## src/pkg/bwcp_pkg.sv

```systemverilog
// Constants for the byte-wide configuration port: register addresses, commands, layouts.
// Assumes a single clock domain driven by the configuration clock.
`default_nettype none
package bwcp_pkg;
   localparam logic [3:0] BWCP_ADDR_CRC    = 4'h0;
   localparam logic [3:0] BWCP_ADDR_FRAME_ADDR = 4'h1;
   localparam logic [3:0] BWCP_ADDR_FRAME_IN   = 4'h2;
   localparam logic [3:0] BWCP_ADDR_FRAME_OUT  = 4'h3;
   localparam logic [3:0] BWCP_ADDR_CMD        = 4'h4;
   localparam logic [3:0] BWCP_ADDR_CONTROL    = 4'h5;
   localparam logic [3:0] BWCP_ADDR_MASK       = 4'h6;
   localparam logic [3:0] BWCP_ADDR_CHAIN_OUT  = 4'h8;
   localparam logic [3:0] BWCP_ADDR_OPTIONS    = 4'h9;
   localparam logic [3:0] BWCP_ADDR_FRAME_LEN  = 4'hb;
   localparam logic [3:0] BWCP_CMD_RCHK    = 4'h7;
   localparam logic [3:0] BWCP_CMD_SWITCH  = 4'h9;
   localparam logic [3:0] BWCP_CMD_FWRITE  = 4'h1;
   localparam logic [3:0] BWCP_CMD_FREAD   = 4'h4;
   localparam logic [3:0] BWCP_CMD_LAST    = 4'h3;
   localparam logic [3:0] BWCP_CMD_START   = 4'h5;
   localparam logic [31:0] BWCP_SYNC_WORD  = 32'haa995566;
   // Packet header fields
   localparam int BWCP_HDR_TYPE_LSB = 29;
   localparam int BWCP_HDR_OP_LSB   = 27;
   localparam int BWCP_HDR_ADDR_LSB = 13;
   localparam int BWCP_HDR_CNT_LSB  = 0;
   localparam logic [2:0] BWCP_TYPE1 = 3'h1;
   localparam logic [1:0] BWCP_OP_WRITE = 2'h2;
   localparam logic [1:0] BWCP_OP_READ  = 2'h1;
   localparam logic [31:0] BWCP_REG_RESET = 32'h00000000;
   localparam int BWCP_FRAME_BITS_MIN = 384;
   localparam int BWCP_FRAME_BITS_MAX = 1952;
   typedef enum logic [2:0] {BWCP_IDLE, BWCP_HUNT, BWCP_HEADER, BWCP_DATA,
                             BWCP_ABORT, BWCP_ERROR, BWCP_DONE} bwcp_state_t;
endpackage
`default_nettype wire

```

## src/rtl/bwcp_port.sv

```systemverilog
// Byte-wide configuration port: assembles bytes into words, routes packet
// data into the addressed configuration registers and decodes commands.
// Assumes clk is the configuration clock driven by the host; select and
// write strobe pins are synchronous to it, so no resynchronising stages.
`timescale 1ns/1ps
`default_nettype none
module bwcp_port
   import bwcp_pkg::*;
#(
   parameter int FRAME_BITS  = BWCP_FRAME_BITS_MIN,
   parameter int FRAME_COUNT = 1453
) (
   input  wire logic        clk,
   input  wire logic        reset,
   input  wire logic        init_in,
   input  wire logic        select_n,
   input  wire logic        write_n,
   input  wire logic [7:0]  config_data_byte_in,
   output logic      [7:0]  config_data_byte_out,
   output logic             config_data_byte_oe,
   output logic             busy_out,
   output logic             busy_oe,
   output logic             init_low_oe,
   output logic             aborted,
   output logic             start_up,
   output logic             frame_write_en,
   output logic [31:0]      frame_address_reg,
   output logic [31:0]      frame_length_reg,
   output logic [31:0]      config_options_reg,
   output logic [31:0]      control_reg,
   output logic [31:0]      word_data,
   output logic             word_strobe
);
   bwcp_state_t state_r;
   logic [31:0] shift_r;
   logic [1:0]  byte_cnt_r;
   logic [3:0]  addr_r;
   logic [10:0] words_left_r;
   logic        word_op_read_r;
   logic [31:0] crc_r;
   logic [31:0] mask_r;
   logic [31:0] chain_data_out_reg;
   logic        readback_en_r;
   logic        last_frame_r;
   logic        active;
   logic        take_byte;
   logic [7:0]  byte_msb;
   logic [31:0] word_nxt;
   logic        word_done;
   logic        cmd_taken;
   logic [10:0] frame_word_r;
   logic        frame_end;

   // Port is live only after init rose and while no abort or error stands
   assign active = init_in && !select_n && state_r != BWCP_ABORT
                   && state_r != BWCP_ERROR && state_r != BWCP_DONE;
   // Busy never asserts here, so every enabled edge takes a byte
   assign take_byte = active && !write_n && !busy_out;
   // Bit 0 of the pins carries the most significant bit
   generate
      for (genvar i = 0; i < 8; i++) begin : g_rev
         assign byte_msb[7-i] = config_data_byte_in[i];
      end
   endgenerate
   assign word_nxt  = {shift_r[23:0], byte_msb};
   assign word_done = take_byte && (state_r == BWCP_HUNT || byte_cnt_r == 2'h3);
   // A data word of a command packet is being taken
   assign cmd_taken = word_done && state_r == BWCP_DATA && addr_r == BWCP_ADDR_CMD;
   assign frame_end = frame_word_r >= frame_length_reg[10:0];

   // Word position inside the current frame, restarted by each frame write command
   always_ff @(posedge clk) begin
      if (reset) begin
         frame_word_r <= 11'h000;
      end else if (cmd_taken && word_nxt[3:0] == BWCP_CMD_FWRITE) begin
         frame_word_r <= 11'h000;
      end else if (word_done && state_r == BWCP_DATA && addr_r == BWCP_ADDR_FRAME_IN
                   && frame_write_en) begin
         if (frame_end) begin
            frame_word_r <= 11'h000;
         end else begin
            frame_word_r <= frame_word_r + 11'h001;
         end
      end
   end

   // State sequencing, including abort on a released strobe
   always_ff @(posedge clk) begin
      if (reset) begin
         state_r <= BWCP_IDLE;
      end else if (active && write_n && !readback_en_r) begin
         state_r <= BWCP_ABORT;
      end else if (take_byte) begin
         case (state_r)
            BWCP_IDLE: state_r <= BWCP_HUNT;
            BWCP_HUNT: if (word_nxt == BWCP_SYNC_WORD) state_r <= BWCP_HEADER;
            BWCP_HEADER: if (word_done
                             && word_nxt[31:29] == BWCP_TYPE1
                             && word_nxt[10:0] != 11'h000) state_r <= BWCP_DATA;
            BWCP_DATA: if (word_done && words_left_r == 11'h001) begin
               if (addr_r == BWCP_ADDR_CRC && word_nxt != crc_r) begin
                  state_r <= BWCP_ERROR;
               end else if (addr_r == BWCP_ADDR_CMD && word_nxt[3:0] == BWCP_CMD_START) begin
                  state_r <= BWCP_HEADER;
               end else begin
                  state_r <= BWCP_HEADER;
               end
            end
            default: state_r <= state_r;
         endcase
      end
   end

   // Byte assembly; sync hunt shifts on every byte
   always_ff @(posedge clk) begin
      if (reset) begin
         shift_r    <= 32'h00000000;
         byte_cnt_r <= 2'h0;
      end else if (take_byte) begin
         shift_r    <= word_nxt;
         byte_cnt_r <= (state_r == BWCP_HUNT || state_r == BWCP_IDLE) ? 2'h0 : byte_cnt_r + 2'h1;
      end
   end

   // Header decode: register address and word count
   always_ff @(posedge clk) begin
      if (reset) begin
         addr_r         <= 4'h0;
         words_left_r   <= 11'h000;
         word_op_read_r <= 1'b0;
      end else if (word_done && state_r == BWCP_HEADER) begin
         addr_r         <= word_nxt[16:13];
         words_left_r   <= word_nxt[10:0];
         word_op_read_r <= word_nxt[28:27] == BWCP_OP_READ;
      end else if (word_done && state_r == BWCP_DATA) begin
         words_left_r   <= words_left_r - 11'h001;
      end
   end

   // Register writes routed by address
   always_ff @(posedge clk) begin
      if (reset) begin
         frame_address_reg  <= BWCP_REG_RESET;
         frame_length_reg   <= BWCP_REG_RESET;
         config_options_reg <= BWCP_REG_RESET;
         control_reg        <= BWCP_REG_RESET;
         mask_r             <= BWCP_REG_RESET;
         crc_r              <= BWCP_REG_RESET;
         chain_data_out_reg <= BWCP_REG_RESET;
      end else if (word_done && state_r == BWCP_DATA && !word_op_read_r) begin
         case (addr_r)
            BWCP_ADDR_FRAME_ADDR: frame_address_reg  <= word_nxt;
            BWCP_ADDR_FRAME_LEN:  frame_length_reg   <= word_nxt;
            BWCP_ADDR_OPTIONS:    config_options_reg <= word_nxt;
            BWCP_ADDR_MASK:       mask_r             <= word_nxt;
            BWCP_ADDR_CONTROL:    control_reg <= (control_reg & ~mask_r) | (word_nxt & mask_r);
            BWCP_ADDR_CRC:        crc_r              <= word_nxt;
            BWCP_ADDR_CHAIN_OUT:  chain_data_out_reg <= word_nxt;
            default: crc_r <= crc_r;
         endcase
      end
   end

   // Command decode
   always_ff @(posedge clk) begin
      if (reset) begin
         frame_write_en <= 1'b0;
         readback_en_r  <= 1'b0;
         last_frame_r   <= 1'b0;
         start_up       <= 1'b0;
      end else if (word_done && state_r == BWCP_DATA && addr_r == BWCP_ADDR_CMD) begin
         case (word_nxt[3:0])
            BWCP_CMD_RCHK:   last_frame_r   <= 1'b0;
            BWCP_CMD_SWITCH: last_frame_r   <= last_frame_r;
            BWCP_CMD_FWRITE: frame_write_en <= 1'b1;
            BWCP_CMD_FREAD:  readback_en_r  <= 1'b1;
            BWCP_CMD_LAST:   last_frame_r   <= 1'b1;
            BWCP_CMD_START:  start_up       <= 1'b1;
            default:         frame_write_en <= frame_write_en;
         endcase
      end
   end

   // Frame data words leave as a one-cycle strobe
   always_ff @(posedge clk) begin
      if (reset) begin
         word_data   <= 32'h00000000;
         word_strobe <= 1'b0;
      end else begin
         word_strobe <= word_done && state_r == BWCP_DATA && addr_r == BWCP_ADDR_FRAME_IN
                        && frame_write_en;
         if (word_done) word_data <= word_nxt;
      end
   end

   // Pin drivers: busy, init, and readback bus
   always_ff @(posedge clk) begin
      if (reset) begin
         busy_out             <= 1'b0;
         busy_oe              <= 1'b0;
         init_low_oe          <= 1'b0;
         aborted              <= 1'b0;
         config_data_byte_out <= 8'h00;
         config_data_byte_oe  <= 1'b0;
      end else begin
         busy_out    <= 1'b0;
         busy_oe     <= !select_n;
         init_low_oe <= init_low_oe || (take_byte && state_r == BWCP_DATA && word_done
                        && words_left_r == 11'h001 && addr_r == BWCP_ADDR_CRC
                        && word_nxt != crc_r);
         aborted     <= state_r == BWCP_ABORT;
         config_data_byte_out <= 8'h00;
         config_data_byte_oe  <= !select_n && write_n && readback_en_r;
      end
   end

   a_oe_deselect: assert property (@(posedge clk) disable iff (reset)
      select_n |=> !config_data_byte_oe) else $error("bus driven while deselected");
   a_busy_tristate: assert property (@(posedge clk) disable iff (reset)
      select_n |=> !busy_oe) else $error("busy driven while deselected");
   a_abort_sticky: assert property (@(posedge clk) disable iff (reset)
      state_r == BWCP_ABORT |=> state_r == BWCP_ABORT) else $error("abort left without reset");
   a_strobe_abort: assert property (@(posedge clk) disable iff (reset)
      active && write_n && !readback_en_r |=> state_r == BWCP_ABORT ##1 aborted)
      else $error("released strobe did not abort");
   a_init_gate: assert property (@(posedge clk) disable iff (reset)
      !init_in |-> !take_byte) else $error("byte taken before init");
   a_byte_shift: assert property (@(posedge clk) disable iff (reset)
      take_byte |=> shift_r[0] == $past(config_data_byte_in[7])) else $error("bit order wrong");
   a_idle_hold: assert property (@(posedge clk) disable iff (reset)
      select_n |=> shift_r == $past(shift_r)) else $error("deselected edge changed data");
   a_crc_error: assert property (@(posedge clk) disable iff (reset)
      state_r == BWCP_ERROR |-> ##1 init_low_oe [*2]) else $error("init not held low");

   // Protocol and register checks
   a_take_select: assert property (@(posedge clk) disable iff (reset)
      select_n |-> !take_byte)
      else $error("byte taken while deselected");
   a_busy_driven: assert property (@(posedge clk) disable iff (reset)
      !select_n |=> busy_oe)
      else $error("busy not driven while selected");
   a_readback_oe: assert property (@(posedge clk) disable iff (reset)
      config_data_byte_oe |-> $past(readback_en_r) && $past(write_n))
      else $error("bus driven outside readback");
   a_error_sticky: assert property (@(posedge clk) disable iff (reset)
      state_r == BWCP_ERROR |=> state_r == BWCP_ERROR)
      else $error("checksum error left without reset");
   a_init_low_hold: assert property (@(posedge clk) disable iff (reset)
      init_low_oe |=> init_low_oe)
      else $error("init released after checksum error");
   a_abort_flag: assert property (@(posedge clk) disable iff (reset)
      aborted |=> aborted)
      else $error("abort flag dropped without reset");
   a_ignore_abort: assert property (@(posedge clk) disable iff (reset)
      state_r == BWCP_ABORT |-> !take_byte)
      else $error("byte taken after abort");
   a_hunt_sync: assert property (@(posedge clk) disable iff (reset)
      state_r == BWCP_HUNT && take_byte && word_nxt == BWCP_SYNC_WORD |=> state_r == BWCP_HEADER)
      else $error("sync word not recognised");
   a_write_capture: assert property (@(posedge clk) disable iff (reset)
      word_done && state_r == BWCP_DATA && !word_op_read_r && addr_r == BWCP_ADDR_FRAME_LEN
      |=> frame_length_reg == $past(word_nxt))
      else $error("frame length not written");
   a_startup_cmd: assert property (@(posedge clk) disable iff (reset)
      cmd_taken && word_nxt[3:0] == BWCP_CMD_START |=> start_up)
      else $error("start command not decoded");
   a_frame_restart: assert property (@(posedge clk) disable iff (reset)
      cmd_taken && word_nxt[3:0] == BWCP_CMD_FWRITE |=> frame_word_r == 11'h000)
      else $error("frame position not restarted");
   a_strobe_pulse: assert property (@(posedge clk) disable iff (reset)
      word_strobe |=> !word_strobe)
      else $error("frame word strobe longer than one cycle");

   // Scenario covers
   c_sync_found: cover property (@(posedge clk) state_r == BWCP_HUNT ##1 state_r == BWCP_HEADER);
   c_frame_word: cover property (@(posedge clk) word_strobe);
   c_abort: cover property (@(posedge clk) aborted);
   c_readback: cover property (@(posedge clk) config_data_byte_oe);
   c_crc_fail: cover property (@(posedge clk) init_low_oe);
endmodule
`default_nettype wire

```

## config.mk

```make
export PLATFORM = sky130hd
export DESIGN_NAME = bwcp_port
export DESIGN_NICKNAME = d
export VERILOG_FILES = /design/src/pkg/bwcp_pkg.sv /design/src/rtl/bwcp_port.sv
export SDC_FILE = /design/constraint.sdc
export NUM_CORES = 1
export LEC_CHECK = 0
export BUFFER_PORTS_ARGS = -buffer_cell sky130_fd_sc_hd__buf_2
export CAP_MARGIN = 20
export CORE_ASPECT_RATIO = 0.6
export CORE_MARGIN = 5
export CORE_UTILIZATION = 25
export CTS_CLUSTER_DIAMETER = 50
export DETAILED_ROUTE_END_ITERATION = 8
export SLEW_MARGIN = 20
export SYNTH_ARGS = -nofsm -noshare
export SYNTH_HDL_FRONTEND = slang
export SYNTH_SLANG_ARGS = --single-unit
```

## constraint.sdc

```tcl
create_clock -name clk -period 3.6 [get_ports clk]
set_clock_uncertainty 0.15 [all_clocks]
set_input_delay 0.9 -clock clk [delete_from_list [all_inputs] [get_ports clk]]
set_output_delay 0.9 -clock clk [all_outputs]
set_load 0.01 [all_outputs]
```

# Yosys cells after proc, flatten, opt, wreduce, memory -nomap -nowiden

Index checks and enable logic that the tools add are counted.

Bits in registers: 277
Output and inout bits: 176
Input bits: 13

Equal/unequal tests: 29
Add/subtract/negate cells: 2
Bitwise operators: 4
Reductions and logical operators: 51
Muxes and demuxes: 10

Operator list:

| cell                                                                   | number |
|---|---|
| 32-bit AND                                                             | 2 |
| 32-bit equality test, second input constant                            | 1 |
| 32-bit != test                                                         | 1 |
| 32-bit inverter                                                        | 1 |
| 32-bit bitwise OR                                                      | 1 |
| 1-bit logical AND                                                      | 25 |
| 11-bit two-way mux                                                     | 2 |
| 4-bit by 3-bit equality test with 1-bit output, second input constant  | 5 |
| 3-bit two-way mux                                                      | 6 |
| 2-bit AND reduction                                                    | 9 |
| 3-bit != test, second input constant                                   | 5 |
| 3-bit case mux with 4 select lines                                     | 1 |
| 11-bit by 1-bit equality test with 1-bit output, second input constant | 1 |
| 11-bit nonzero test                                                    | 1 |
| 11-bit by 1-bit subtractor with 11-bit output, second input constant   | 1 |
| 5-bit AND reduction                                                    | 2 |
| 4-bit by 1-bit equality test with 1-bit output, second input constant  | 2 |
| 4-bit equality test, second input constant                             | 2 |
| 3-bit by 1-bit equality test with 1-bit output, second input constant  | 2 |
| 3-bit by 2-bit equality test with 1-bit output, second input constant  | 2 |
| 5-bit nonzero test                                                     | 1 |
| 4-bit by 2-bit equality test with 1-bit output, second input constant  | 1 |
| 1-bit zero test                                                        | 4 |
| 4-bit zero test                                                        | 1 |
| other kinds (13)                                                       | 17 |

# Depth between registers and ports, before layout

Word-level depth: 13
Depth in mapped cells: 8

# Least setup slack after synthesis

Ideal clock, no wire load.

Path type: in2reg
Start point: input select_n
End point: register mask_r[10]
Data required time: 3.318 ns
Stages: 7
Data arrival time: 2.395 ns
Path slack: 0.923 ns
Path buffers: 2
Cells stage by stage: nor3b_2 -> nand4_4 -> or4_1 -> clkbuf_1 -> clkbuf_1 -> nand2_1 -> a21oi_1

Longest elaborated chain between the ends: 10

RTL lines:

| item                                 | line             | source |
|---|---|---|
| from (decl)                          | bwcp_port.sv:16  | `input wire logic select_n,` |
| 1-bit zero test                      | bwcp_port.sv:55  | `assign active = init_in && !select_n && state_r != BWCP_ABORT` |
| 1-bit logical AND (2 in series)      | bwcp_port.sv:55  |  |
| 1-bit logical AND (2 in series)      | bwcp_port.sv:56  | `&& state_r != BWCP_ERROR && state_r != BWCP_DONE;` |
| 1-bit logical AND                    | bwcp_port.sv:58  | `assign take_byte = active && !write_n && !busy_out;` |
| 1-bit logical AND                    | bwcp_port.sv:66  | `assign word_done = take_byte && (state_r == BWCP_HUNT \|\| byte_cnt_r == 2'h3);` |
| 1-bit logical AND (2 in series)      | bwcp_port.sv:150 | `end else if (word_done && state_r == BWCP_DATA && !word_op_read_r) begin` |
| 2-bit AND reduction (no source line) | n/a              |  |
| to (signal assigned)                 | bwcp_port.sv:155 | `BWCP_ADDR_MASK: mask_r <= word_nxt;` |
| to (decl)                            | bwcp_port.sv:41  | `logic [31:0] mask_r;` |

No other way between the ends.
A chain may end at the register's enable or synchronous reset.

# Final worst setup path

Start point: register shift_r[14]
End point: register state_r[0]

Longest elaborated chain between the ends: 5
Elaborated cells between the ends (all ways): 8
Classes of those cells: 3 x eq/ne; 3 x mux; 2 x reduce/logical

RTL lines:

| item                               | line             | source |
|---|---|---|
| from (decl)                        | bwcp_port.sv:35  | `logic [31:0] shift_r;` |
| from (signal assigned)             | bwcp_port.sv:120 | `shift_r <= word_nxt;` |
| 32-bit != test                     | bwcp_port.sv:101 | `if (addr_r == BWCP_ADDR_CRC && word_nxt != crc_r) begin` |
| 1-bit logical AND                  | bwcp_port.sv:101 |  |
| 3-bit two-way mux                  | bwcp_port.sv:101 |  |
| 3-bit two-way mux                  | bwcp_port.sv:100 | `BWCP_DATA: if (word_done && words_left_r == 11'h001) begin` |
| 3-bit case mux with 4 select lines | bwcp_port.sv:94  | `case (state_r)` |
| to (signal assigned)               | bwcp_port.sv:109 | `default: state_r <= state_r;` |
| to (decl)                          | bwcp_port.sv:34  | `bwcp_state_t state_r;` |

Parallel ways exist; a longest one is shown, timed or not. The select of a mux whose other input is x is not followed.

==> qor.txt <==
Adder-cell share of the synthesized area -> 0.346%
R2r setup slk -> 0.91 ns
Number of placed I/O pins -> 189
Final setup fails -> 0
Chip height -> 171 um
Yosys cell types -> 53
Sequential share of the synthesized area -> 51.1%
Dpl cells -> 2,087
Buffers on Ports -> 179
Initial Util -> 25.2%
Crit Path Max Fanout -> 11
GP Congestion -> 0.797
Crit end category -> flop
Synth area leader -> dfxtp_1
Share of the synthesized area in the top cell type -> 51.1%
Final Hold Fails -> 0
Xor/xnor share of the synthesized area -> 2.58%
Synth Instances -> 1,411
Slowest stage delay, CP -> 0.72 ns
Worst path top cell family by delay -> simple AND/OR/NAND/NOR gates
GR Overflow Total -> 0
Critical path arrival -> 2.97 ns
Core area -> 43,100 sq um
WP data required -> 3.88 ns
# DRC -> 0
CTS clk-pin slew, worst paths -> 0.07 ns
Chip Width -> 279 um
Fin crit share -> 74.6%
Yosys reg bits -> 277
Initial antenna violation count -> 0
Final Slew Violations -> 0
DIE AREA -> 47,800 sq um
Crit-path cells -> or4b_2 > nor4_1 > a41o_1 > nand4_1 > a41oi_1 > nor2_1
CTS tree -> built
Leak -> 0.00487 uW
Post-synthesis async set-or-reset flop share -> 0%
First-pass detailed-route iteration total -> 5
CTS Sinks -> 277
Final worst slack -> 0.915 ns
Number of synthesis warnings -> 0
Post-DP HPWL -> 25.0 mm
Starting DRC count in detailed routing -> 822
H-tree depth -> 2
Slew @ Worst Pin -> 0.907 ns
Met2 routed WL -> 16.0 mm
RSZ-0062 raised after global routing -> false
Gr usage total -> 15.4%
Post-synth top cells -> nand2_1 (523), dfxtp_1 (277), a21oi_1 (263), clkbuf_1 (100)
Top Layer Used -> met4
Fmax -> 372 MHz
Non-Filler Instances -> 2,147
Placed cell area -> 12,300 sq um
Max-Cap Viols -> 0
Power per Cell Area -> 499 nW/um^2
First-pass GRT wire length -> 57.1 mm
Crit Path Class -> reg2reg
Hold WC Path Type -> reg2reg
Final TNS setup -> 0 ns
Count leader, synth -> nand2_1
Pre-CTS WS -> 0.516 ns
Wire per inst -> 17.8 um
Layout cells sized above 1 -> 18.7%
Worst skew pair latency -> 0.54 ns
Hold_buf cts -> 0
Vias in the first global route -> 9,211
Post-Syn Area -> 10,900 sq um
Routed via count -> 10,100
Mux cell area share after synthesis -> 0.669%
Peak supply drop -> 237 uV
Status -> complete, no violations
CTS Buffer Depth -> 3
Post-synthesis compound-gate area fraction -> 14.0%
Final #Nets -> 1,561
CTS Root Cell -> clkbuf_16
Post-CTS Setup Repair Bufs -> 0
Syn_area_per_cell -> 7.69 sq um
Met1 WL -> 18.1 mm
Antenna Nets Post-Route -> 0
Final WL -> 38.3 mm
Diode count -> 0
Buffers & Inverters on Critical Path -> 0
Vias/cell -> 4.69
Largest net degree at the start of global routing -> 120
CTS Buf Count -> 35
Critical-path top delay cell -> or4b_2
DR WL met3 -> 3.47 mm
Relative slew slack -> 39.4%
Tmin final -> 2.69 ns
Post_cts resized -> 0
Synth Flop Type -> dfxtp_1
Site row count -> 59
Combinational family with the most area after synthesis -> simple AND/OR/NAND/NOR gates
Area Growth Syn to Fin -> 24.0%
Largest cells by area after synthesis -> dfxtp_1 (51%), nand2_1 (18%), a21oi_1 (12%)
Post-Layout Inst Area -> 13,500 sq um
Simple-gate area share of the yosys netlist -> 26.0%
Post-synth EDFFs -> 0
CP startpoint kind -> flop
==> logic make-up (layout without fill, tap and decap cells) <==
logic type / after synthesis / in the layout
adders and majority gates: 3 / 3
muxes: 7 / 7
other: 1 / 9
buffers and inverters: 137 / 286
and+or+nand+nor: 664 / 664
AOI/OAI and AO/OA: 290 / 290
xor gates and xnor gates: 32 / 32
DFF: 277 / 277
==> power by group <==
group	leakage, uW	internal [uW]	switching (uW)
registers	0.00223	3070	16.8
logic	0.00210	44.1	133
clock network	0.000548	1950	1500
total	0.00487	5070	1650
==> through the flow <==
| stage | util [%] | power (uW) | hold WS [ns] |
|---|---|---|---|
| 2_1_floorplan | - | 3260 | 0.286 |
| 3_3_place_gp | 28.6 | 3330 | 0.286 |
| 3_5_place_dp | 28.6 | 3330 | 0.291 |
| 4_1_cts | 31.2 | 6830 | 0.299 |
| 5_1_grt | 31.2 | 6980 | 0.314 |
| 6_report | 31.2 | 6710 | 0.298 |
==> path summary, 6_finish.rpt <==
kind,cells after the start,to,start
hold / removal,2,config_options_reg[23],config_options_reg[23]
setup reg to reg,6,state_r[0],shift_r[14]
setup / recovery,6,state_r[0],shift_r[14]
hold reg to reg,2,config_options_reg[23],config_options_reg[23]
==> cell type report <==
| class | count | area (sq um) |
|---|---|---|
| multi-input cells | 1005 | 4780 |
| fillers | 4596 | 29700 |
| clock inverters | 22 | 213 |
| clock buffers | 38 | 907 |
| well taps | 579 | 724 |
| flip-flops and latches | 277 | 5550 |
| inverters | 6 | 22.5 |
| repair buffers | 220 | 1260 |
==> worst min-delay path, cell delays in order, from the launching register on <==
cell and delay [ns]:
dfxtp_1 0.31, nand2_1 0.05, a21oi_1 0.05
==> cells in the final DEF, fill, tap and decap left out, types with 5 or more instances in the layout <==
cell	count
nor4_1	6
nand4_1	13
conb_1	9
nor2_1	35
buf_4	37
mux2i_1	5
inv_1	6
clkbuf_16	35
a21oi_1	263
inv_6	7
dfxtp_1	277
buf_2	178
nand3_1	35
xnor2_1	32
nor3_1	8
a41oi_1	5
nand2_1	523
==> layer usage <==
layer | GRT usage, % | vias up
li1 | - | 4893
met1 | 22.3 | 4757
met2 | 22.3 | 360
met3 | 4.73 | 56
met4 | 3.61 | 0
met5 | 0 | -
Power figures use the tool's default switching activity.
